===== config.mk =====
export PLATFORM = sky130hd
export DESIGN_NAME = gpc_pad_config
export DESIGN_NICKNAME = d
export VERILOG_FILES = /design/src/verilog/gpc_pkg.sv /design/src/verilog/gpc_clk_route.sv /design/src/verilog/gpc_pad_config.sv
export VERILOG_INCLUDE_DIRS = /design/src /design/src/verilog
export SDC_FILE = /design/constraint.sdc
export NUM_CORES = 1
export LEC_CHECK = 0
export BUFFER_PORTS_ARGS = -buffer_cell sky130_fd_sc_hd__clkbuf_2
export CAP_MARGIN = 40
export CORE_MARGIN = 8
export CORE_UTILIZATION = 41
export CTS_BUF_LIST = sky130_fd_sc_hd__clkbuf_2
export CTS_CLUSTER_SIZE = 25
export DETAILED_ROUTE_END_ITERATION = 12
export PLACE_DENSITY = 0.79
export SKIP_LAST_GASP = 1
export SLEW_MARGIN = 25
export SYNTH_ARGS = -nofsm -noshare
export SYNTH_HDL_FRONTEND = slang
export SYNTH_SLANG_ARGS = --single-unit

===== constraint.sdc =====
create_clock -name mclk -period 2.9 [get_ports mclk]
set_input_delay 0 -clock mclk [delete_from_list [all_inputs] [get_ports mclk]]
set_output_delay 0 -clock mclk [all_outputs]
set_load 0.05 [all_outputs]

===== src/verilog/gpc_regs.svh =====
// register offsets, field positions, reset values and codes of the pad configuration block
`ifndef GPC_REGS_SVH
`define GPC_REGS_SVH

`define GPC_ADDR_W          32
`define GPC_DATA_W          16

`define GPC_MODE_OFS        32'h5000_306c
`define GPC_SUP0_OFS        32'h5000_30c0
`define GPC_SUP1_OFS        32'h5000_30c2
`define GPC_SUP2_OFS        32'h5000_30c4
`define GPC_SUP3_OFS        32'h5000_30c6
`define GPC_SUP4_OFS        32'h5000_30c8
`define GPC_CSEL_OFS        32'h5000_30d0

`define GPC_DRIVE_BIT       10
`define GPC_DIR_HI          9
`define GPC_DIR_LO          8
`define GPC_FUNC_HI         5
`define GPC_FUNC_LO         0
`define GPC_SUP0_HI         7
`define GPC_SUP0_LO         6
`define GPC_SUP2_HI         4
`define GPC_SUP_HI          7
`define GPC_CSEL_HI         2

`define GPC_MODE_MASK       16'h073f
`define GPC_SUP0_MASK       16'h00c0
`define GPC_SUP8_MASK       16'h00ff
`define GPC_SUP2_MASK       16'h001f
`define GPC_CSEL_MASK       16'h0007

`define GPC_MODE_RST        16'h0200
`define GPC_SUP_RST         16'h0000
`define GPC_CSEL_RST        16'h0000
`define GPC_DIR_RST         2'h2

`define GPC_CLOCK_OUTPUT_FUNCTION_OUT  6'h30
`define GPC_FUNC_ADC        6'h0f

`endif

===== src/verilog/gpc_pkg.sv =====
// types shared by the pad configuration block
package gpc_pkg;

    typedef enum logic [1:0] {
        dir_in_plain  = 2'b00,
        dir_in_pullup = 2'b01,
        dir_in_pulldn = 2'b10,
        dir_output    = 2'b11
    } gpc_dir_pull_t;

    typedef enum logic [2:0] {
        src_low_freq_crystal  = 3'b000,
        src_low_freq_rc       = 3'b001,
        src_trimmed_rc        = 3'b010,
        src_high_freq_crystal = 3'b011,
        src_high_freq_rc      = 3'b100,
        src_divided_sys       = 3'b101,
        src_reserved6         = 3'b110,
        src_reserved7         = 3'b111
    } gpc_clk_src_t;

    typedef enum logic [2:0] {
        sel_none = 3'b000,
        sel_mode = 3'b001,
        sel_sup0 = 3'b010,
        sel_sup1 = 3'b011,
        sel_sup2 = 3'b100,
        sel_sup3 = 3'b101,
        sel_sup4 = 3'b110,
        sel_csel = 3'b111
    } gpc_reg_t;

endpackage


===== src/verilog/gpc_clk_route.sv =====
// synchronises the oscillator clocks and picks the one routed to the pin
`timescale 1ns/10ps
`default_nettype none

module gpc_clk_route
    import gpc_pkg::*;
(
    input  wire logic         mclk,
    input  wire logic         rst_n,
    input  wire logic         low_freq_crystal_osc,
    input  wire logic         low_freq_rc_osc,
    input  wire logic         trimmed_rc_osc,
    input  wire logic         high_freq_crystal_osc,
    input  wire logic         high_freq_rc_osc,
    input  wire logic         divided_system_clock,
    input  wire gpc_clk_src_t sel,
    output logic              clk_out
);

    logic [5:0] meta_q;
    logic [5:0] sync_q;
    logic       out_q;
    logic       out_d;

    // sampling at mclk limits the routed clock to well below half of mclk
    always_ff @(posedge mclk or negedge rst_n) begin
        if (!rst_n) begin
            meta_q <= 6'h00;
            sync_q <= 6'h00;
            out_q  <= 1'b0;
        end else begin
            meta_q <= {divided_system_clock, high_freq_rc_osc, high_freq_crystal_osc,
                       trimmed_rc_osc, low_freq_rc_osc, low_freq_crystal_osc};
            sync_q <= meta_q;
            out_q  <= out_d;
        end
    end

    always_comb begin
        unique case (sel)
            src_low_freq_crystal:  out_d = sync_q[0];
            src_low_freq_rc:       out_d = sync_q[1];
            src_trimmed_rc:        out_d = sync_q[2];
            src_high_freq_crystal: out_d = sync_q[3];
            src_high_freq_rc:      out_d = sync_q[4];
            src_divided_sys:       out_d = sync_q[5];
            src_reserved6:         out_d = 1'b0;
            src_reserved7:         out_d = 1'b0;
        endcase
    end

    assign clk_out = out_q;
endmodule

`default_nettype wire


===== src/verilog/gpc_pad_config.sv =====
// pad configuration registers and pad control for one general purpose pin
`timescale 1ns/10ps
`default_nettype none
`include "gpc_regs.svh"

module gpc_pad_config
    import gpc_pkg::*;
(
    input  wire logic        mclk,
    input  wire logic        arst_n,
    input  wire logic [31:0] reg_addr,
    input  wire logic [15:0] reg_wdata,
    input  wire logic        reg_wr,
    input  wire logic        reg_rd,
    output logic      [15:0] reg_rdata,
    input  wire logic        func_out_data,
    input  wire logic        low_freq_crystal_osc,
    input  wire logic        low_freq_rc_osc,
    input  wire logic        trimmed_rc_osc,
    input  wire logic        high_freq_crystal_osc,
    input  wire logic        high_freq_rc_osc,
    input  wire logic        divided_system_clock,
    output logic       [5:0] pin_function_sel,
    output logic             drive_type_sel,
    output logic       [1:0] direction_pull_sel,
    output logic       [2:0] pin_clock_source_sel,
    output logic             pad_o,
    output logic             pad_oe,
    output logic             pad_input_en,
    output logic             pad_pull_up_en,
    output logic             pad_pull_down_en,
    output logic             pad_analog_en,
    output logic       [1:0] port0_rail_sel,
    output logic       [7:0] port1_rail_sel,
    output logic       [4:0] port2_rail_sel,
    output logic       [7:0] port3_rail_sel,
    output logic       [7:0] port4_rail_sel
);

    // address decode shared by the write and read paths
    function automatic gpc_reg_t reg_decode(input logic [31:0] addr);
        gpc_reg_t r;
        r = sel_none;
        unique case (addr)
            `GPC_MODE_OFS: r = sel_mode;
            `GPC_SUP0_OFS: r = sel_sup0;
            `GPC_SUP1_OFS: r = sel_sup1;
            `GPC_SUP2_OFS: r = sel_sup2;
            `GPC_SUP3_OFS: r = sel_sup3;
            `GPC_SUP4_OFS: r = sel_sup4;
            `GPC_CSEL_OFS: r = sel_csel;
            default:       r = sel_none;
        endcase
        return r;
    endfunction

    // implemented bits of each register
    function automatic logic [15:0] reg_mask(input gpc_reg_t r);
        logic [15:0] m;
        m = 16'h0000;
        unique case (r)
            sel_none: m = 16'h0000;
            sel_mode: m = `GPC_MODE_MASK;
            sel_sup0: m = `GPC_SUP0_MASK;
            sel_sup1: m = `GPC_SUP8_MASK;
            sel_sup2: m = `GPC_SUP2_MASK;
            sel_sup3: m = `GPC_SUP8_MASK;
            sel_sup4: m = `GPC_SUP8_MASK;
            sel_csel: m = `GPC_CSEL_MASK;
        endcase
        return m;
    endfunction

    // reset release, asserted at once and released after two edges
    logic rst_meta_q;
    logic rst_n_q;

    always_ff @(posedge mclk or negedge arst_n) begin
        if (!arst_n) begin
            rst_meta_q <= 1'b0;
            rst_n_q    <= 1'b0;
        end else begin
            rst_meta_q <= 1'b1;
            rst_n_q    <= rst_meta_q;
        end
    end

    // register file
    gpc_reg_t    wr_sel;
    gpc_reg_t    rd_sel;
    logic [15:0] mode_q;
    logic [15:0] mode_d;
    logic [15:0] sup_q [0:4];
    logic [15:0] sup_d [0:4];
    logic [15:0] csel_q;
    logic [15:0] csel_d;
    logic [15:0] rdata_q;
    logic [15:0] rdata_d;

    assign wr_sel = reg_decode(reg_addr);
    assign rd_sel = reg_decode(reg_addr);

    always_comb begin
        mode_d = mode_q;
        sup_d  = sup_q;
        csel_d = csel_q;
        if (reg_wr) begin
            unique case (wr_sel)
                sel_none: mode_d = mode_q;
                sel_mode: mode_d = reg_wdata & reg_mask(sel_mode);
                sel_sup0: sup_d[0] = reg_wdata & reg_mask(sel_sup0);
                sel_sup1: sup_d[1] = reg_wdata & reg_mask(sel_sup1);
                sel_sup2: sup_d[2] = reg_wdata & reg_mask(sel_sup2);
                sel_sup3: sup_d[3] = reg_wdata & reg_mask(sel_sup3);
                sel_sup4: sup_d[4] = reg_wdata & reg_mask(sel_sup4);
                sel_csel: csel_d = reg_wdata & reg_mask(sel_csel);
            endcase
        end
    end

    // supply selects reset to the high rail
    always_ff @(posedge mclk or negedge rst_n_q) begin
        if (!rst_n_q) begin
            mode_q <= `GPC_MODE_RST;
            for (int i = 0; i < 5; i++) begin
                sup_q[i] <= `GPC_SUP_RST;
            end
            csel_q <= `GPC_CSEL_RST;
        end else begin
            mode_q <= mode_d;
            sup_q  <= sup_d;
            csel_q <= csel_d;
        end
    end

    // read data stand only in the cycle after the strobe
    always_comb begin
        rdata_d = 16'h0000;
        if (reg_rd) begin
            unique case (rd_sel)
                sel_none: rdata_d = 16'h0000;
                sel_mode: rdata_d = mode_q;
                sel_sup0: rdata_d = sup_q[0];
                sel_sup1: rdata_d = sup_q[1];
                sel_sup2: rdata_d = sup_q[2];
                sel_sup3: rdata_d = sup_q[3];
                sel_sup4: rdata_d = sup_q[4];
                sel_csel: rdata_d = csel_q;
            endcase
        end
    end

    always_ff @(posedge mclk or negedge rst_n_q) begin
        if (!rst_n_q) begin
            rdata_q <= 16'h0000;
        end else begin
            rdata_q <= rdata_d;
        end
    end

    assign reg_rdata = rdata_q;

    // field outputs
    gpc_dir_pull_t dir;
    logic [5:0]    func;
    logic          open_drain;

    assign func       = mode_q[`GPC_FUNC_HI:`GPC_FUNC_LO];
    assign dir        = gpc_dir_pull_t'(mode_q[`GPC_DIR_HI:`GPC_DIR_LO]);
    assign open_drain = mode_q[`GPC_DRIVE_BIT];

    assign pin_function_sel     = func;
    assign drive_type_sel       = open_drain;
    assign direction_pull_sel   = mode_q[`GPC_DIR_HI:`GPC_DIR_LO];
    assign pin_clock_source_sel = csel_q[`GPC_CSEL_HI:0];

    // port 0 has pins 6 and 7 only
    assign port0_rail_sel = sup_q[0][`GPC_SUP0_HI:`GPC_SUP0_LO];
    assign port1_rail_sel = sup_q[1][`GPC_SUP_HI:0];
    assign port3_rail_sel = sup_q[3][`GPC_SUP_HI:0];
    assign port4_rail_sel = sup_q[4][`GPC_SUP_HI:0];
    assign port2_rail_sel = sup_q[2][`GPC_SUP2_HI:0];

    // clock routing
    logic routed_clk;

    gpc_clk_route u_clk_route (
        .mclk                  (mclk),
        .rst_n                 (rst_n_q),
        .low_freq_crystal_osc  (low_freq_crystal_osc),
        .low_freq_rc_osc       (low_freq_rc_osc),
        .trimmed_rc_osc        (trimmed_rc_osc),
        .high_freq_crystal_osc (high_freq_crystal_osc),
        .high_freq_rc_osc      (high_freq_rc_osc),
        .divided_system_clock  (divided_system_clock),
        .sel                   (gpc_clk_src_t'(csel_q[`GPC_CSEL_HI:0])),
        .clk_out               (routed_clk)
    );

    // pad control
    logic analog;
    logic is_clock_fn;
    logic pin_data;
    logic out_en;
    logic pad_o_q;
    logic pad_o_d;
    logic pad_oe_q;
    logic pad_oe_d;
    logic in_en_q;
    logic in_en_d;
    logic pu_q;
    logic pu_d;
    logic pd_q;
    logic pd_d;
    logic ana_q;
    logic ana_d;

    always_comb begin
        // function code picks the pin source
        analog      = (func == `GPC_FUNC_ADC);
        is_clock_fn = (func == `GPC_CLOCK_OUTPUT_FUNCTION_OUT);
        // clock function takes the routed clock
        pin_data    = is_clock_fn ? routed_clk : func_out_data;
        // converter mode masks the direction field
        out_en      = !analog && (dir == dir_output);
        in_en_d     = !analog && (dir != dir_output);
        pu_d        = !analog && (dir == dir_in_pullup);
        pd_d        = !analog && (dir == dir_in_pulldn);
        ana_d       = analog;
        if (open_drain) begin
            pad_o_d  = 1'b0;
            pad_oe_d = out_en && !pin_data;
        end else begin
            pad_o_d  = out_en && pin_data;
            pad_oe_d = out_en;
        end
    end

    always_ff @(posedge mclk or negedge rst_n_q) begin
        if (!rst_n_q) begin
            pad_o_q  <= 1'b0;
            pad_oe_q <= 1'b0;
            in_en_q  <= 1'b1;
            pu_q     <= 1'b0;
            pd_q     <= 1'b1;
            ana_q    <= 1'b0;
        end else begin
            pad_o_q  <= pad_o_d;
            pad_oe_q <= pad_oe_d;
            in_en_q  <= in_en_d;
            pu_q     <= pu_d;
            pd_q     <= pd_d;
            ana_q    <= ana_d;
        end
    end

    assign pad_o            = pad_o_q;
    assign pad_oe           = pad_oe_q;
    assign pad_input_en     = in_en_q;
    assign pad_pull_up_en   = pu_q;
    assign pad_pull_down_en = pd_q;
    assign pad_analog_en    = ana_q;
endmodule

`default_nettype wire


## Yosys cells after proc, flatten, opt, wreduce, memory -nomap -nowiden

Index checks and enable logic that the tools add are counted.

- Add/sub/neg operators: 0
- Multipliers: 0
- Div/mod/pow operators: 0
- Order comparisons: 0
- Eq/ne operators: 27
- Shift-type cells: 0
- Muxes and demuxes: 7
- Bitwise operators: 0
- Reduce and logical (&&, ||, !) cells: 18

Operator list:

| operator | number |
|---|---|
| $eq 32x31->1 const B | 7 |
| $pmux 16 s8 | 1 |
| $eq 3x3->1 const B | 8 |
| $pmux 3 s7 | 1 |
| $mux 16 | 1 |
| $reduce_and 2->1 | 7 |
| $eq 3x2->1 const B | 4 |
| $pmux 1 s7 | 1 |
| $eq 3x1->1 const B | 2 |
| $eq 6x4->1 const B | 1 |
| $eq 6x6->1 const B | 1 |
| $logic_and 1x1->1 | 6 |
| $logic_not 3->1 | 2 |
| $eq 2x2->1 const B | 2 |
| $mux 1 | 3 |
| $eq 2x1->1 const B | 1 |
| $logic_not 1->1 | 2 |
| $ne 2x2->1 const B | 1 |
| $reduce_or 2->1 | 1 |

- Register bits after elaboration: 80
- Latch bits: 0
- Bits in writable memories: 0
- Bits in read-only memories: 0
- Input bits: 59
- Output and inout bits: 65
- Logic and storage cells: 71
- Memories: 0

## Logic depth before layout (Yosys ltp)

Gate-level depths: netlist (run 1).

- Depth after elaboration: 5
- Depth in mapped cells: 7
- Gate-level depth less buffers: 5

## By module

A second synthesis (run 1) with hierarchy kept.

- Cells, all modules: 246
- Area total of the unflattened synthesis: 3305.7 um2

By module, submodules not included:

| module | instances | cells an instance | area an instance (um2) | sequential area each (um2) |
|---|---|---|---|---|
| gpc_pad_config | 1 | 228 | 2929.1 | 1555.2 |
| gpc_clk_route | 1 | 18 | 376.6 | 325.3 |

## Least setup slack after synthesis (run 1)

Ideal clock, no wire load.

- Kind: reg2reg
- Start: register mode_q[3]
- End: register pad_oe_q, in the netlist pad_oe
- Library setup time: 0.094 ns
- Arrival: 1.578 ns
- Data required time: 2.806 ns
- Slack: 1.228 ns
- Stages on the path, launching flop included: 5
- Buffers on the path: 0
- Period minus slack after synthesis: 1.672 ns
- Path through: dfrtp_1 -> nor4_1 -> and3_1 -> mux2_2 -> a211oi_1

- Longest elaborated chain between the ends: 5
- Elaborated cells on any way between the ends: 8
- Those cells by class: 2 x eq/ne; 2 x mux; 4 x reduce/logical

RTL lines:

| item | RTL line | text |
|---|---|---|
| start: declaration | gpc_pad_config.sv:91 | `logic [15:0] mode_q;` |
| start signal: assignment | gpc_pad_config.sv:124 | `` mode_q <= `GPC_MODE_RST; `` |
| start signal: assignment | gpc_pad_config.sv:130 | `mode_q <= mode_d;` |
| $eq 6x6->1 (no line) / $eq 6x4->1 (equally long branches) | n/a |  |
| $mux 1 / $logic_not 1->1 (equally long branches) | gpc_pad_config.sv:223, gpc_pad_config.sv:225 |  |
| $logic_not 1->1 / $logic_and 1x1->1 (equally long branches) | gpc_pad_config.sv:232, gpc_pad_config.sv:225 |  |
| $logic_and 1x1->1 | gpc_pad_config.sv:232 | `pad_oe_d = out_en && !pin_data;` |
| $mux 1 (*) | gpc_pad_config.sv:230 | `if (open_drain) begin` |
| named net pad_oe_d | gpc_pad_config.sv:208 | `logic pad_oe_d;` |
| end signal: assignment | gpc_pad_config.sv:249 | `pad_oe_q <= pad_oe_d;` |
| end: declaration | gpc_pad_config.sv:207 | `logic pad_oe_q;` |

The timed path passes the listed nets; every way through them passes the cells marked *.
A chain may end at the register's enable or synchronous reset.

## Final worst setup path (run 1)

- Start: input port reg_addr[4]
- End: register rdata_q[0], in the netlist reg_rdata[0]

- Longest elaborated chain between the ends: 5
- Elaborated cells on any way between the ends: 18
- Those cells by class: 14 x eq/ne; 3 x mux; 1 x reduce/logical

RTL lines:

| item | RTL line | text |
|---|---|---|
| start: declaration | gpc_pad_config.sv:11 | `input wire logic [31:0] reg_addr,` |
| $eq 32x31->1 | gpc_pad_config.sv:44 | `unique case (addr)` |
| $pmux 3 s7 (*) | gpc_pad_config.sv:44 |  |
| $eq 3x3->1, or another cell as far along | gpc_pad_config.sv:140 | `unique case (rd_sel)` |
| $pmux 16 s8 (*) | gpc_pad_config.sv:140 |  |
| $mux 16 (*) | gpc_pad_config.sv:139 | `if (reg_rd) begin` |
| named net rdata_d[0] | gpc_pad_config.sv:98 | `logic [15:0] rdata_d;` |
| end signal: assignment | gpc_pad_config.sv:157 | `rdata_q <= rdata_d;` |
| end: declaration | gpc_pad_config.sv:97 | `logic [15:0] rdata_q;` |

The timed path passes the listed nets; every way through them passes the cells marked *. The select of a mux whose other input is x is not followed.

==> results.md, run 1 <==
- The class of the tightest hold or removal check is input pin to flip-flop.
- In the routed layout, each cell is associated on average with a via count of 5.297.
- The kind of end point of the critical path is a flip-flop.
- Global routing finished with a remaining overflow of 0.
- The largest fanout of any net on the critical path is 11.
- The tool flagged a number of max-cap violations equal to 0.
- The worst-skew pair later-pin latency is approximately 0.52 ns.
- The most used flip-flop cell after synthesis is sky130_fd_sc_hd__dfrtp_1.
- Summing every instance area after synthesis gives around 3300 sq um.
- The met2 wire length is ~4400 um.
- The leakage power figure is 2.209 nW.
- The number of warnings printed during yosys synthesis is 0.
- The via count of the first global-routing pass is between 2000 and 3000.
- The startpoint of the worst-slack reg-to-reg timing path is mode_q[3].
- The routed design uses 868 um of met3 wire.
- Walking the worst path, the cells encountered are dlygate4sd3_1, clkbuf_2, nor4b_2, o21ai_1, nand2_1, o211ai_1, a31oi_1.
- On the critical path, the stage with the largest delay is an instance of sky130_fd_sc_hd__o211ai_1.
- The maximum vdd ir drop is about 0.21 mV.
- Buffers inserted during clock tree synthesis total 9.
- The worst setup path startpoint is reg_addr[4].
- Entering global routing, the biggest net connects 31 pins.
- The horizontal die dimension is ~110 um.
- The number of sinks on the clock net is 75.
- The share of layout cells above drive strength 1 is 0.4557.
- The TritonCTS clock tree is yes.
- The final setup skew is around 0.037 ns.
- The design draws around 0.0019 W.
- The HPWL after detailed placement is 7063 um.
- After detailed placement, the design holds a cell count of 473.
- The full die area is around 11000 sq um.
- In this run the power density over the cells is 426.9 nW/um^2.
- Synthesis inferred 75 register bits.
- The die is 106.3 um tall.
- The routed layout has ~2700 vias.
- The count of H-tree levels built during CTS is 3.
- For this design the top-level I/O count stands at 124.
- For hold timing, the worst endpoint is reg_rdata[4].
- The beginning of the worst hold path is reg_addr[6].
- At the pin with the least slew margin, the transition time is 0.6673 ns.
- The maximum buffer depth of the clock tree is 2.
- After synthesis, the cell types taking the most area are sky130_fd_sc_hd__dfrtp_1 54%, sky130_fd_sc_hd__mux2_2 12%, sky130_fd_sc_hd__mux2_1 3.0%.
- The normalized max-slew margin is 0.5517.
- The largest single stage delay on the critical path is 0.62 ns.
- Setup repair after global routing left no endpoint under its margin.
- In this run, the number of DRC markers left after iteration 0 of detailed routing was 128.
- For this run, the total global-route usage over all layers was measured as 0.1605.
- The category of the critical setup timing path is input pin to flip-flop.
- The first global-routing pass estimated 14170 um of wire.
- The final total negative setup slack is 0 ns.
- The kind of start point of the critical path is an input pin.
- The first-pass iteration count of the detailed router is 4.
- Routability-driven placement finished with a final weighted congestion of 0.8468.
- The worst hold slack across all endpoints is about 0.073 ns.
- The highest clock rate is 0.4680 GHz.
- The share of synthesized area occupied by flip-flops and latches is 0.5631.
- The flow ran to the end, and the final reports show no timing, DRC or antenna violations.
- The number of endpoints with negative hold slack in the final report is 0.
- The cell depth of the worst hold path is 5.
- The number of antenna violations at the first check in global routing is 0.
- Excluding fillers, the count of instances in the completed layout stands at 512.
- The netlist uses 50 different library cells.
- The area growth from synthesis to layout is 30.54%.
- For flop-to-flop paths, the worst setup slack is 1.35 ns.
- The total count of max-transition violations in the final report was 0.
- The cell family with the largest share of critical-path delay is compound AO/OA/AOI/OAI gates.
- The clock transition time at the flip-flop clock pins of the worst setup and hold paths is 0.19 ns.
- The final cell utilization of the core is 0.5414.
- The post-synthesis cell type with the largest combined area is sky130_fd_sc_hd__dfrtp_1.
- The core region is roughly 8100 sq um.
- Counting flops with an async set or reset pin after synthesis yields a share of 1.000.
- During placement, the flow inserted port buffers numbering 113.
- The final routed wire length divided by cell count is 17.70 um.
- The share of the synthesized area in the top cell type is 0.5395.
- The number of placement rows is 33.
- The buffering stage count on the worst path with inverters included is 2.
- STA puts the critical path data required time at ~3.3 ns.
- The highest layer touched by signal routing is met4.
- In this run, synthesis inferred 0 flip-flops with an integrated enable.
- The total wire length after detailed routing is slightly above 9000 um.
- For this configuration, the core starts out at a cell density of 0.4148.
- The count of nets left with antenna violations once routing finished came out at 0.
- A synthesized cell averages 12.79 sq um.
- The worst reg2reg path depth is 4.
- The capture point of the worst reg-to-reg path is pad_oe.
- In the routed design, unresolved DRC markers number 0.
- The time the worst path needs with I/O delays and setup is between 2 and 2.5 ns.
- Clock tree synthesis selected as its root buffer the cell sky130_fd_sc_hd__clkbuf_2.
- The number of setup violations in the final report is 0.
- In the final design database the tool counted 460 nets.
- The worst path arrival time is 2.49 ns.
- Of the available clock period, the critical path in the final layout requires 0.7368.
- Synthesis handed over a netlist of 261 instances.
- The met1 wire length is about 3600 um.
[kinds of logic after synthesis]
| logic type | synth area share |
|---|---|
| flops | 0.5631 |
| simple gates | 0.1495 |
| mux | 0.1679 |
| compound gates | 0.08355 |
| buf+inv | 0.03110 |
| other cells | 0.002249 |
| xor+xnor | 0.002623 |
[Yosys cell counts (2+ instances only)]
cell type,number
sky130_fd_sc_hd__dfrtp_1,72
sky130_fd_sc_hd__mux2_2,37
sky130_fd_sc_hd__and3_1,11
sky130_fd_sc_hd__nand2_1,11
sky130_fd_sc_hd__mux2_1,9
sky130_fd_sc_hd__o21ai_0,8
sky130_fd_sc_hd__a21oi_1,7
sky130_fd_sc_hd__and2_1,7
sky130_fd_sc_hd__buf_4,7
sky130_fd_sc_hd__inv_1,7
sky130_fd_sc_hd__a31oi_1,6
sky130_fd_sc_hd__nand3_1,5
sky130_fd_sc_hd__and4_1,4
sky130_fd_sc_hd__clkbuf_1,4
sky130_fd_sc_hd__nor3_1,4
sky130_fd_sc_hd__nor3b_1,4
sky130_fd_sc_hd__nor4_1,4
sky130_fd_sc_hd__a211o_1,3
sky130_fd_sc_hd__a211oi_1,3
sky130_fd_sc_hd__dfstp_2,3
sky130_fd_sc_hd__nor4b_1,3
sky130_fd_sc_hd__o32ai_1,3
sky130_fd_sc_hd__a21boi_0,2
sky130_fd_sc_hd__a222oi_1,2
sky130_fd_sc_hd__and4bb_2,2
sky130_fd_sc_hd__buf_2,2
sky130_fd_sc_hd__conb_1,2
sky130_fd_sc_hd__mux2i_1,2
sky130_fd_sc_hd__nand2_2,2
sky130_fd_sc_hd__nand4_1,2
sky130_fd_sc_hd__nor2_1,2
sky130_fd_sc_hd__nor4bb_1,2
sky130_fd_sc_hd__o31ai_1,2
[power breakdown]
part           switching, W  internal [W]
combinational     0.0000751     0.0000611
clock              0.000368      0.000290
sequential       0.00000872       0.00106
total              0.000452       0.00141
[sequential cells by signal, summed over array words and instances, names as in the netlist, 2 cells and up]
name and flops:
u_clk_route.sync_q 6, u_clk_route.meta_q 6, reg_rdata 11, port1_rail_sel 8, mode_q 9, port2_rail_sel 5, port4_rail_sel 8, port3_rail_sel 8
csel_q 3, port0_rail_sel 2
[per-stage QoR]
step                      area [sq um]  worst slack [ns]
final                             4359            0.7633
after global routing              4357            0.6921
after CTS                         4357            0.8723
after detailed placement          3998            0.8147
after global placement            3998            0.8495
after floorplan                   3354            0.6619
[how the worst max path moves through the flow]
| stage | depth (start not counted) | end | slack [ns] |
|---|---|---|---|
| final | 7 | reg_rdata[0] | 0.76 |
| after global routing | 7 | reg_rdata[2] | 0.69 |
| after CTS | 7 | reg_rdata[0] | 0.87 |
| after detailed placement | 6 | reg_rdata[1] | 0.81 |
| after global placement | 6 | reg_rdata[0] | 0.85 |
| after floorplan | 0 | csel_q[0] | 0.66 |
[worst min-delay path, stage by stage]
cell and delay [ns]:
sky130_fd_sc_hd__clkbuf_2 0.10, sky130_fd_sc_hd__nand4bb_1 0.09, sky130_fd_sc_hd__buf_4 0.17, sky130_fd_sc_hd__a211o_1 0.11
sky130_fd_sc_hd__a21oi_1 0.07
[layer usage]
layer  vias up  GRT usage
met1      1329     0.1884
li1       1247          -
met5         -          0
met4         0    0.07839
met3        21    0.05626
met2       115     0.2569
[final cells by class]
class                      count  area, sq um
sequential                    75         1882
fill                         717         3692
timing repair buffer         138        808.3
multi-input combinational    170         1370
tap                          105        131.4
clock inverter                 6        88.84
inverter                       7        26.28
antenna                        1        2.502
clock buffer                  10        50.05
[cell usage in the layout, fill, tap and decap left out, types with 5 or more instances in the layout]
cell type                       netlist  routed
sky130_fd_sc_hd__a21oi_1              7       7
sky130_fd_sc_hd__a31oi_1              6       6
sky130_fd_sc_hd__and2_1               7       7
sky130_fd_sc_hd__and3_1              11      11
sky130_fd_sc_hd__clkbuf_2             0     123
sky130_fd_sc_hd__conb_1               2       6
sky130_fd_sc_hd__dfrtp_1             72      71
sky130_fd_sc_hd__dlygate4sd3_1        0      22
sky130_fd_sc_hd__inv_1                7       7
sky130_fd_sc_hd__mux2_1               9       9
sky130_fd_sc_hd__mux2_2              37      37
sky130_fd_sc_hd__nand2_1             11      11
sky130_fd_sc_hd__nand3_1              5       5
sky130_fd_sc_hd__o21ai_0              8       8
[repair_timing]
action / in CTS / in global routing
setup buffers: 0 / 0
gates resized for setup: 0 / 0
hold buffers: 22 / 0
hold endpoints to repair: 64 / 0
No activity file was read; power rests on OpenSTA's default activity.
==> inputs of run 2 (changes only) <==
Clock period 2.9 ns to 2.2 ns, I/O delays scaled along.
==> run 2 against run 1 <==
Compared with the run above:
- register-to-register slack lost 0.79 ns
- worst hold slack lost 0.035 ns
- via count up 0.70%
- clock power increased by 34%
- setup slack worse by 0.36 ns
- critical path type unchanged
==> results.md, run 2 (synthesis results as in run 1) <==
- The run finished with clean final reports.
- The worst-skew pair later-pin latency is 0.52 ns.
- The final total negative setup slack is 0 ns.
- TritonCTS built the clock tree.
- The total clock buffers created by CTS is 9.
- After floorplanning, the core was sized to cover approximately 8100 sq um.
- The power per standard cell area is 559.6 nW/um^2.
- In the finished design, the share of the clock period the worst path needs comes to 0.8169.
- In the global route stage, met2 resource usage came out at 0.2744.
- The number of placed I/O pins is 124.
- The category of the critical setup timing path is input pin to flip-flop.
- The standard cell with the maximum stage delay on the critical path is sky130_fd_sc_hd__dlygate4sd3_1.
- The cell depth of the worst hold path is 6.
- The met1 capacity usage during global routing is 0.1952.
- The buffers inserted during post-CTS setup optimization is 0.
- Setup violations remaining at the end of the flow were counted as 0.
- The initial utilization of the core area, before any placement, comes to 0.4148.
- After clock tree synthesis, the clock-pin slew on the worst setup and hold paths is 0.20 ns.
- The maximum number of pins on one net before global-route repair is about 50.
- The final global-route overflow total is 0.
- Buffers placed on the I/O ports in this run total 113.
- The final setup skew is 0.03485 ns.
- The worst hold path terminates at reg_rdata[2].
- In the final layout, the share of cells above drive strength 1 is 0.4636.
- Dividing the detail-routed via count by the number of cells gives 5.272.
- CTS placed an instance of sky130_fd_sc_hd__clkbuf_2 at the clock tree root.
- The number of nets in the final layout is 466.
- The first global-routing pass estimated 14950 um of wire.
- At the pin with the least slew margin, the transition time is a little under 0.7 ns.
- Summing all non-filler instances in the final layout gives an area of 4423 sq um.
- The delay of the slowest critical-path stage is 0.54 ns.
- Across the run, the number of max-cap violations was 0.
- The number of sinks on the clock net is between 70 and 80.
- In the global route stage, overall resource usage came out at 0.1682.
- For this run, global-route usage on met3 was measured as 0.05626.
- The largest fanout of any net on the critical path is 11.
- The die covers 11290 sq um.
- The class of the tightest hold or removal check is input pin to flip-flop.
- The area growth from synthesis to layout is 32.45%.
- The floorplan has 33 rows.
- From bottom edge to top edge, the die measures 106.3 um.
- The most used routing layer in global routing is met2.
- The finished layout holds just over 500 standard cells, fillers aside.
- The final routed wire length divided by cell count is 18.01 um.
- STA classifies the critical path startpoint as an input pin.
- Summing all placed instances gives a cell area of 4055 sq um.
- The reg2reg setup slack is 0.56 ns.
- At the end of the flow the core is filled with cells to 0.5493.
- The congestion estimate from routability-driven global placement came to 0.8841.
- STA puts the critical path data arrival time at 2.20 ns.
- IR analysis of the VDD net gives a maximum drop of 0.3377 mV.
- The worst register-to-register path ends at pad_oe.
- The count of H-tree levels built during CTS is 3.
- The leading cell type in the layout, fill and taps excluded is sky130_fd_sc_hd__clkbuf_2.
- STA classifies the critical path endpoint as a flip-flop.
- The total wire length after detailed routing is ~9300 um.
- Detailed placement finished with a half-perimeter wire length of 6924 um.
- The leakage power figure is 2.250 nW.
- Setup repair after global routing left no endpoint under its margin.
- The number of endpoints with negative hold slack in the final report is 0.
- The via count of the first global-routing pass is 2898.
- The number of antenna violations at the first check in global routing is 1.
- The buffering stage count on the worst path with inverters included is 2.
- The flip-flop count of the largest register after layout is 11.
- Measured in cells, the most critical reg-to-reg path has a length of 4.
- Subtracting the final worst setup slack from the clock period gives approximately 1.8 ns.
- Once placement completed, the tool counted placed cells totaling around 480.
- The library cells used most frequently in the layout, excluding fill and tap cells, are 122 x sky130_fd_sc_hd__clkbuf_2, 71 x sky130_fd_sc_hd__dfrtp_1, 37 x sky130_fd_sc_hd__mux2_2.
- Counting along the longest clock path gives a buffer depth of 2.
- The cell family with the largest share of critical-path delay is simple AND/OR/NAND/NOR gates.
- The total count of max-transition violations in the final report is 0.
- The highest clock rate is 0.5565 GHz.
- The critical path goes through dlygate4sd3_1, clkbuf_2, nor4b_2, o21a_1, nor2_1, and3_1, mux2_1.
- The startpoint identified for the worst register-to-register timing path is mode_q[2].
- Measured against its own limit, the worst slew margin works out to 0.5407.
- The overall via count from detail_route is 2731.
- Total power for the finished layout comes to 0.002475 W.
- The required time of the worst setup path is 2.61 ns.
- For this run, design rule violations remaining after detail routing come to 0.
- The startpoint identified for the worst hold timing path is reg_addr[17].
- In this run, the number of DRC markers left after iteration 0 of detailed routing was between 150 and 200.
- The remaining antenna violation count after routing is 0.
- The first detailed-routing pass ran for 4 iterations.
- The horizontal die dimension is 106.3 um.
-- run 2: changes by cell type in the layout (fill, tap and decap cells not counted), sizes merged --
cell	delta
clkinvlp	-2
buf	+6
clkinv	+3
clkbuf	-1
-- run 2: through the flow --
step                worst slack [ns]  hold WS (ns)
floorplan                     0.5282       -0.2956
global placement              0.4079       -0.2143
detailed placement            0.3150       -0.2131
CTS                           0.4867     0.0001805
global route                  0.4419       0.02486
finish                        0.4029       0.03850
-- run 2: worst max-delay path by stage --
stage	from	endpoint	depth (start not counted)
after floorplan	mode_q[3]	pad_oe	4
after global placement	reg_addr[27]	port4_rail_sel[7]	6
after detailed placement	reg_addr[21]	port4_rail_sel[6]	6
after CTS	reg_addr[4]	port4_rail_sel[6]	7
after global routing	reg_addr[4]	port3_rail_sel[7]	7
final	reg_addr[4]	port4_rail_sel[4]	7
-- run 2: layout make-up --
class	instances	area [sq um]
Sequential cell	75	1882
Clock inverter	7	100.1
Timing Repair Buffer	144	865.8
Antenna cell	1	2.502
Inverter	7	26.28
Tap cell	105	131.4
Multi-Input combinational cell	170	1370
Clock buffer	9	45.04
Fill cell	697	3628
-- run 2: repair_timing --
action,4_1_cts,5_1_grt
hold endpoints to repair,64,0
hold buffers,22,0
resized for setup,0,0
-- run 2: power breakdown --
group | total, W | switching [W] | leakage, nW | internal (W)
clock network | 0.000882 | 0.000498 | 0.0865 | 0.000385
logic | 0.000186 | 0.000102 | 1.16 | 0.0000846
registers | 0.00141 | 0.0000122 | 1.00 | 0.00139
total | 0.00248 | 0.000611 | 2.25 | 0.00186
-- run 2: layer usage --
metal / vias to the layer above / part of all wire
li1: 1261 / -
met1: 1338 / 0.40
met2: 115 / 0.48
met3: 17 / 0.099
met4: 0 / 0.022
met5: - / 0
-- run 2: worst reg2reg max path, cell delays in order (launching register included) --
cell and delay [ns]:
sky130_fd_sc_hd__dfrtp_1 0.50, sky130_fd_sc_hd__nor4_1 0.26, sky130_fd_sc_hd__and3_1 0.19, sky130_fd_sc_hd__mux2_2 0.35, sky130_fd_sc_hd__a211oi_1 0.27
==> inputs of run 3 (changes only) <==
Settings changed: PLACE_DENSITY 0.79 to 0.82.
Clock period 2.2 ns to 1.65 ns, I/O delays scaled along.
==> run 3 against run 2 <==
Compared with the run above:
- non-clock buffer count rose by 17
- die area stayed put
- setup slack got worse by 0.35 ns
- cell area increased by 1.7%
- largest cell class unchanged
- critical path depth is 3 lower
- worst hold slack better by 0.012 ns
- final cell count is 3.1% higher
- combinational power is 44% higher
- utilization up 0.95 points
- clock skew decreased by 0.022 ns
- clock power fell by 3.6%
- power increased by 21%
==> results.md, run 3 (synthesis results as in run 1) <==
- The first global-routing pass estimated 15540 um of wire.
- In this run, CTS created clock tree buffers numbering 9.
- The number of buffers added on ports is about 110.
- The delay of the slowest critical-path stage is 0.49 ns.
- Adding up every negative setup slack in the final design gives 0 ns.
- The largest fanout of any net on the critical path is 5.
- STA classifies the critical path startpoint as a flip-flop.
- The total wire length after detailed routing is 9589 um.
- The overall die height is 106.3 um.
- In this run the core area contains 33 standard-cell rows.
- The effective utilization at floorplan is 0.4148.
- The standard cell with the maximum stage delay on the critical path is sky130_fd_sc_hd__dfrtp_2.
- The clock reaches the later pin of the worst-skew pair after 0.50 ns.
- The final layout contains between 400 and 500 nets.
- Data arrives at the worst endpoint at 2.03 ns.
- After detailed routing, the average wire length per cell comes to 17.96 um.
- Static timing analysis puts the maximum clock frequency at 0.6269 GHz.
- The leading cell type in the layout, fill and taps excluded is sky130_fd_sc_hd__clkbuf_2.
- The H-tree was split into 3 levels.
- Power spread over the standard cell area amounts to roughly 660 nW/um^2.
- The overall via count from detail_route is 2774.
- The worst setup path is captured at a flip-flop.
- The analysis attributes to cell leakage a power of between 2 and 2.5 nW.
- Once detailed placement completed, the half-perimeter wirelength came to 7406 um.
- The remaining antenna violation count after routing is 0.
- The clock drives 75 sinks.
- The first-pass iteration count of the detailed router is 5.
- The via count of the first global-routing pass came to just over 3000.
- The register cell area after layout is between 1500 and 2000 sq um.
- The final setup skew is 0.01285 ns.
- The register with the most flip-flops in the layout has 11 of them.
- The final cell utilization of the core is 0.5588.
- The detailed-route vias per instance is 5.195.
- The number of max-capacitance violations reported is 0.
- The filler cells instantiated in the layout total 705.
- The TritonCTS clock tree is yes.
- The top cell types in the final layout, fill and taps aside, are 123 x sky130_fd_sc_hd__clkbuf_2, 69 x sky130_fd_sc_hd__dfrtp_1, 37 x sky130_fd_sc_hd__mux2_2.
- Entering global routing, the biggest net connects 32 pins.
- The class of the tightest hold or removal check is input pin to flip-flop.
- The repair_antennas step left the layout with diodes totalling 0.
- Of the cells placed in the final design, the portion with a size suffix greater than 1 is 0.4942.
- The flow ran to the end, and the final reports show no timing, DRC or antenna violations.
- The number of setup violations in the final report is 0.
- Of the total power, combinational logic draws 0.089.
- The number of endpoints with negative hold slack in the final report was 0.
- The area of the core is between 8000 and 9000 sq um.
- The horizontal die dimension is roughly 110 um.
- Compared with the post-synthesis result, the final layout area differs by 34.73%.
- Global routing finished with a remaining overflow of 0.
- The category of the critical setup timing path is flip-flop to flip-flop.
- The footprint of the multi-input gates is 1376 sq um.
- For this run, the total global-route usage over all layers was measured as 0.1740.
- Of the available clock period, the critical path in the final layout requires 0.9668.
- Of the total power, the share spent switching nets is 0.2681.
- The maximum vdd ir drop is 0.4216 mV.
- The root buffer cell is sky130_fd_sc_hd__clkbuf_2.
- Across all register-to-register paths, the minimum setup slack is 0.05 ns.
- The number of antenna violations at the first check in global routing is 0.
- The routed design could run at a clock period as short as 1.595 ns.
- The clock share of power is 0.284.
- The required time of the worst setup path is 2.09 ns.
- At the end of routability-driven placement, the weighted congestion stood at 0.8976.
- The clock transition time at the flip-flop clock pins of the worst setup and hold paths is 0.20 ns.
- The switching power of the nets is 0.0008017 W.
- Once the clock tree was built, the setup fixing pass inserted 0 buffers.
- The DRC marker count from the first detailed-route iteration is 135.
- The full die area is ~11000 sq um.
- Cell internal power was estimated by the tool at 0.002188 W.
- The number of DRC violations after detailed routing is 0.
- For this design the top-level I/O count stands at 124.
- Traced cell by cell, the critical path runs through nor4_2, and3_1, mux2_2, a211oi_1.
- The part of the total power dissipated in sequential elements is 0.626.
- The clock passes through at most 2 buffers.
- The total count of max-transition violations in the final report is 0.
run 3: power by group through the flow:
stage	registers (W)	logic (W)	clock network, W
6_report	0.00187	0.000267	0.000850
5_1_grt	0.00188	0.000293	0.000970
4_1_cts	0.00187	0.000266	0.000880
3_5_place_dp	0.00191	0.000226	0
3_3_place_gp	0.00190	0.000221	0
2_1_floorplan	0.00192	0.0000927	0
run 3: critical path, delay by kind of cell (launching register included):
family / cells / cell delay, ns
compound gates: 1 / 0.22
flops: 1 / 0.49
mux: 1 / 0.34
simple gates: 2 / 0.49
run 3: through the flow:
step	worst slack (ns)	area (sq um)	cells	hold slack (ns)	power, W
after CTS	0.09467	4493	534	0.01989	0.003019
final	0.05478	4499	534	0.05086	0.002990
after global placement	-0.1489	4193	497	-0.2147	0.002125
after global routing	-0.01999	4499	534	0.004599	0.003139
after detailed placement	-0.2354	4193	497	-0.2141	0.002132
after floorplan	0.01573	3358	265	-0.2956	0.002013
run 3: layer usage:
layer	share of wire	GRT usage	routed length (um)
met5	0	0	0
met1	0.39	0.2001	3742
met4	0.020	0.07236	189
met3	0.10	0.06836	973
met2	0.49	0.2837	4685
run 3: final timing paths:
| path | start | end | depth (start not counted) |
|---|---|---|---|
| min reg2reg | rst_n_q | pad_pull_up_en | 0 |
| min | reg_addr[4] | reg_rdata[6] | 5 |
| min in group asynchronous | rst_n_q | pad_pull_up_en | 0 |
| max in group asynchronous | rst_n_q | port3_rail_sel[3] | 1 |
| max | mode_q[2] | pad_oe | 4 |
| max reg2reg | mode_q[2] | pad_oe | 4 |
run 3: timing repair:
action	in CTS	in global routing
resized for setup	0	1
setup endpoints to repair	0	1
hold buffers	21	0
endpoints found under the hold margin	64	0
run 3: layout make-up:
cell class | count | area share
repair buffers | 161 | 0.2202
multi-input cells | 170 | 0.3059
clock inverters | 6 | 0.008899
flip-flops and latches | 75 | 0.4188
inverters | 7 | 0.005840
well taps | 105 | 0.02920
clock buffers | 10 | 0.01112
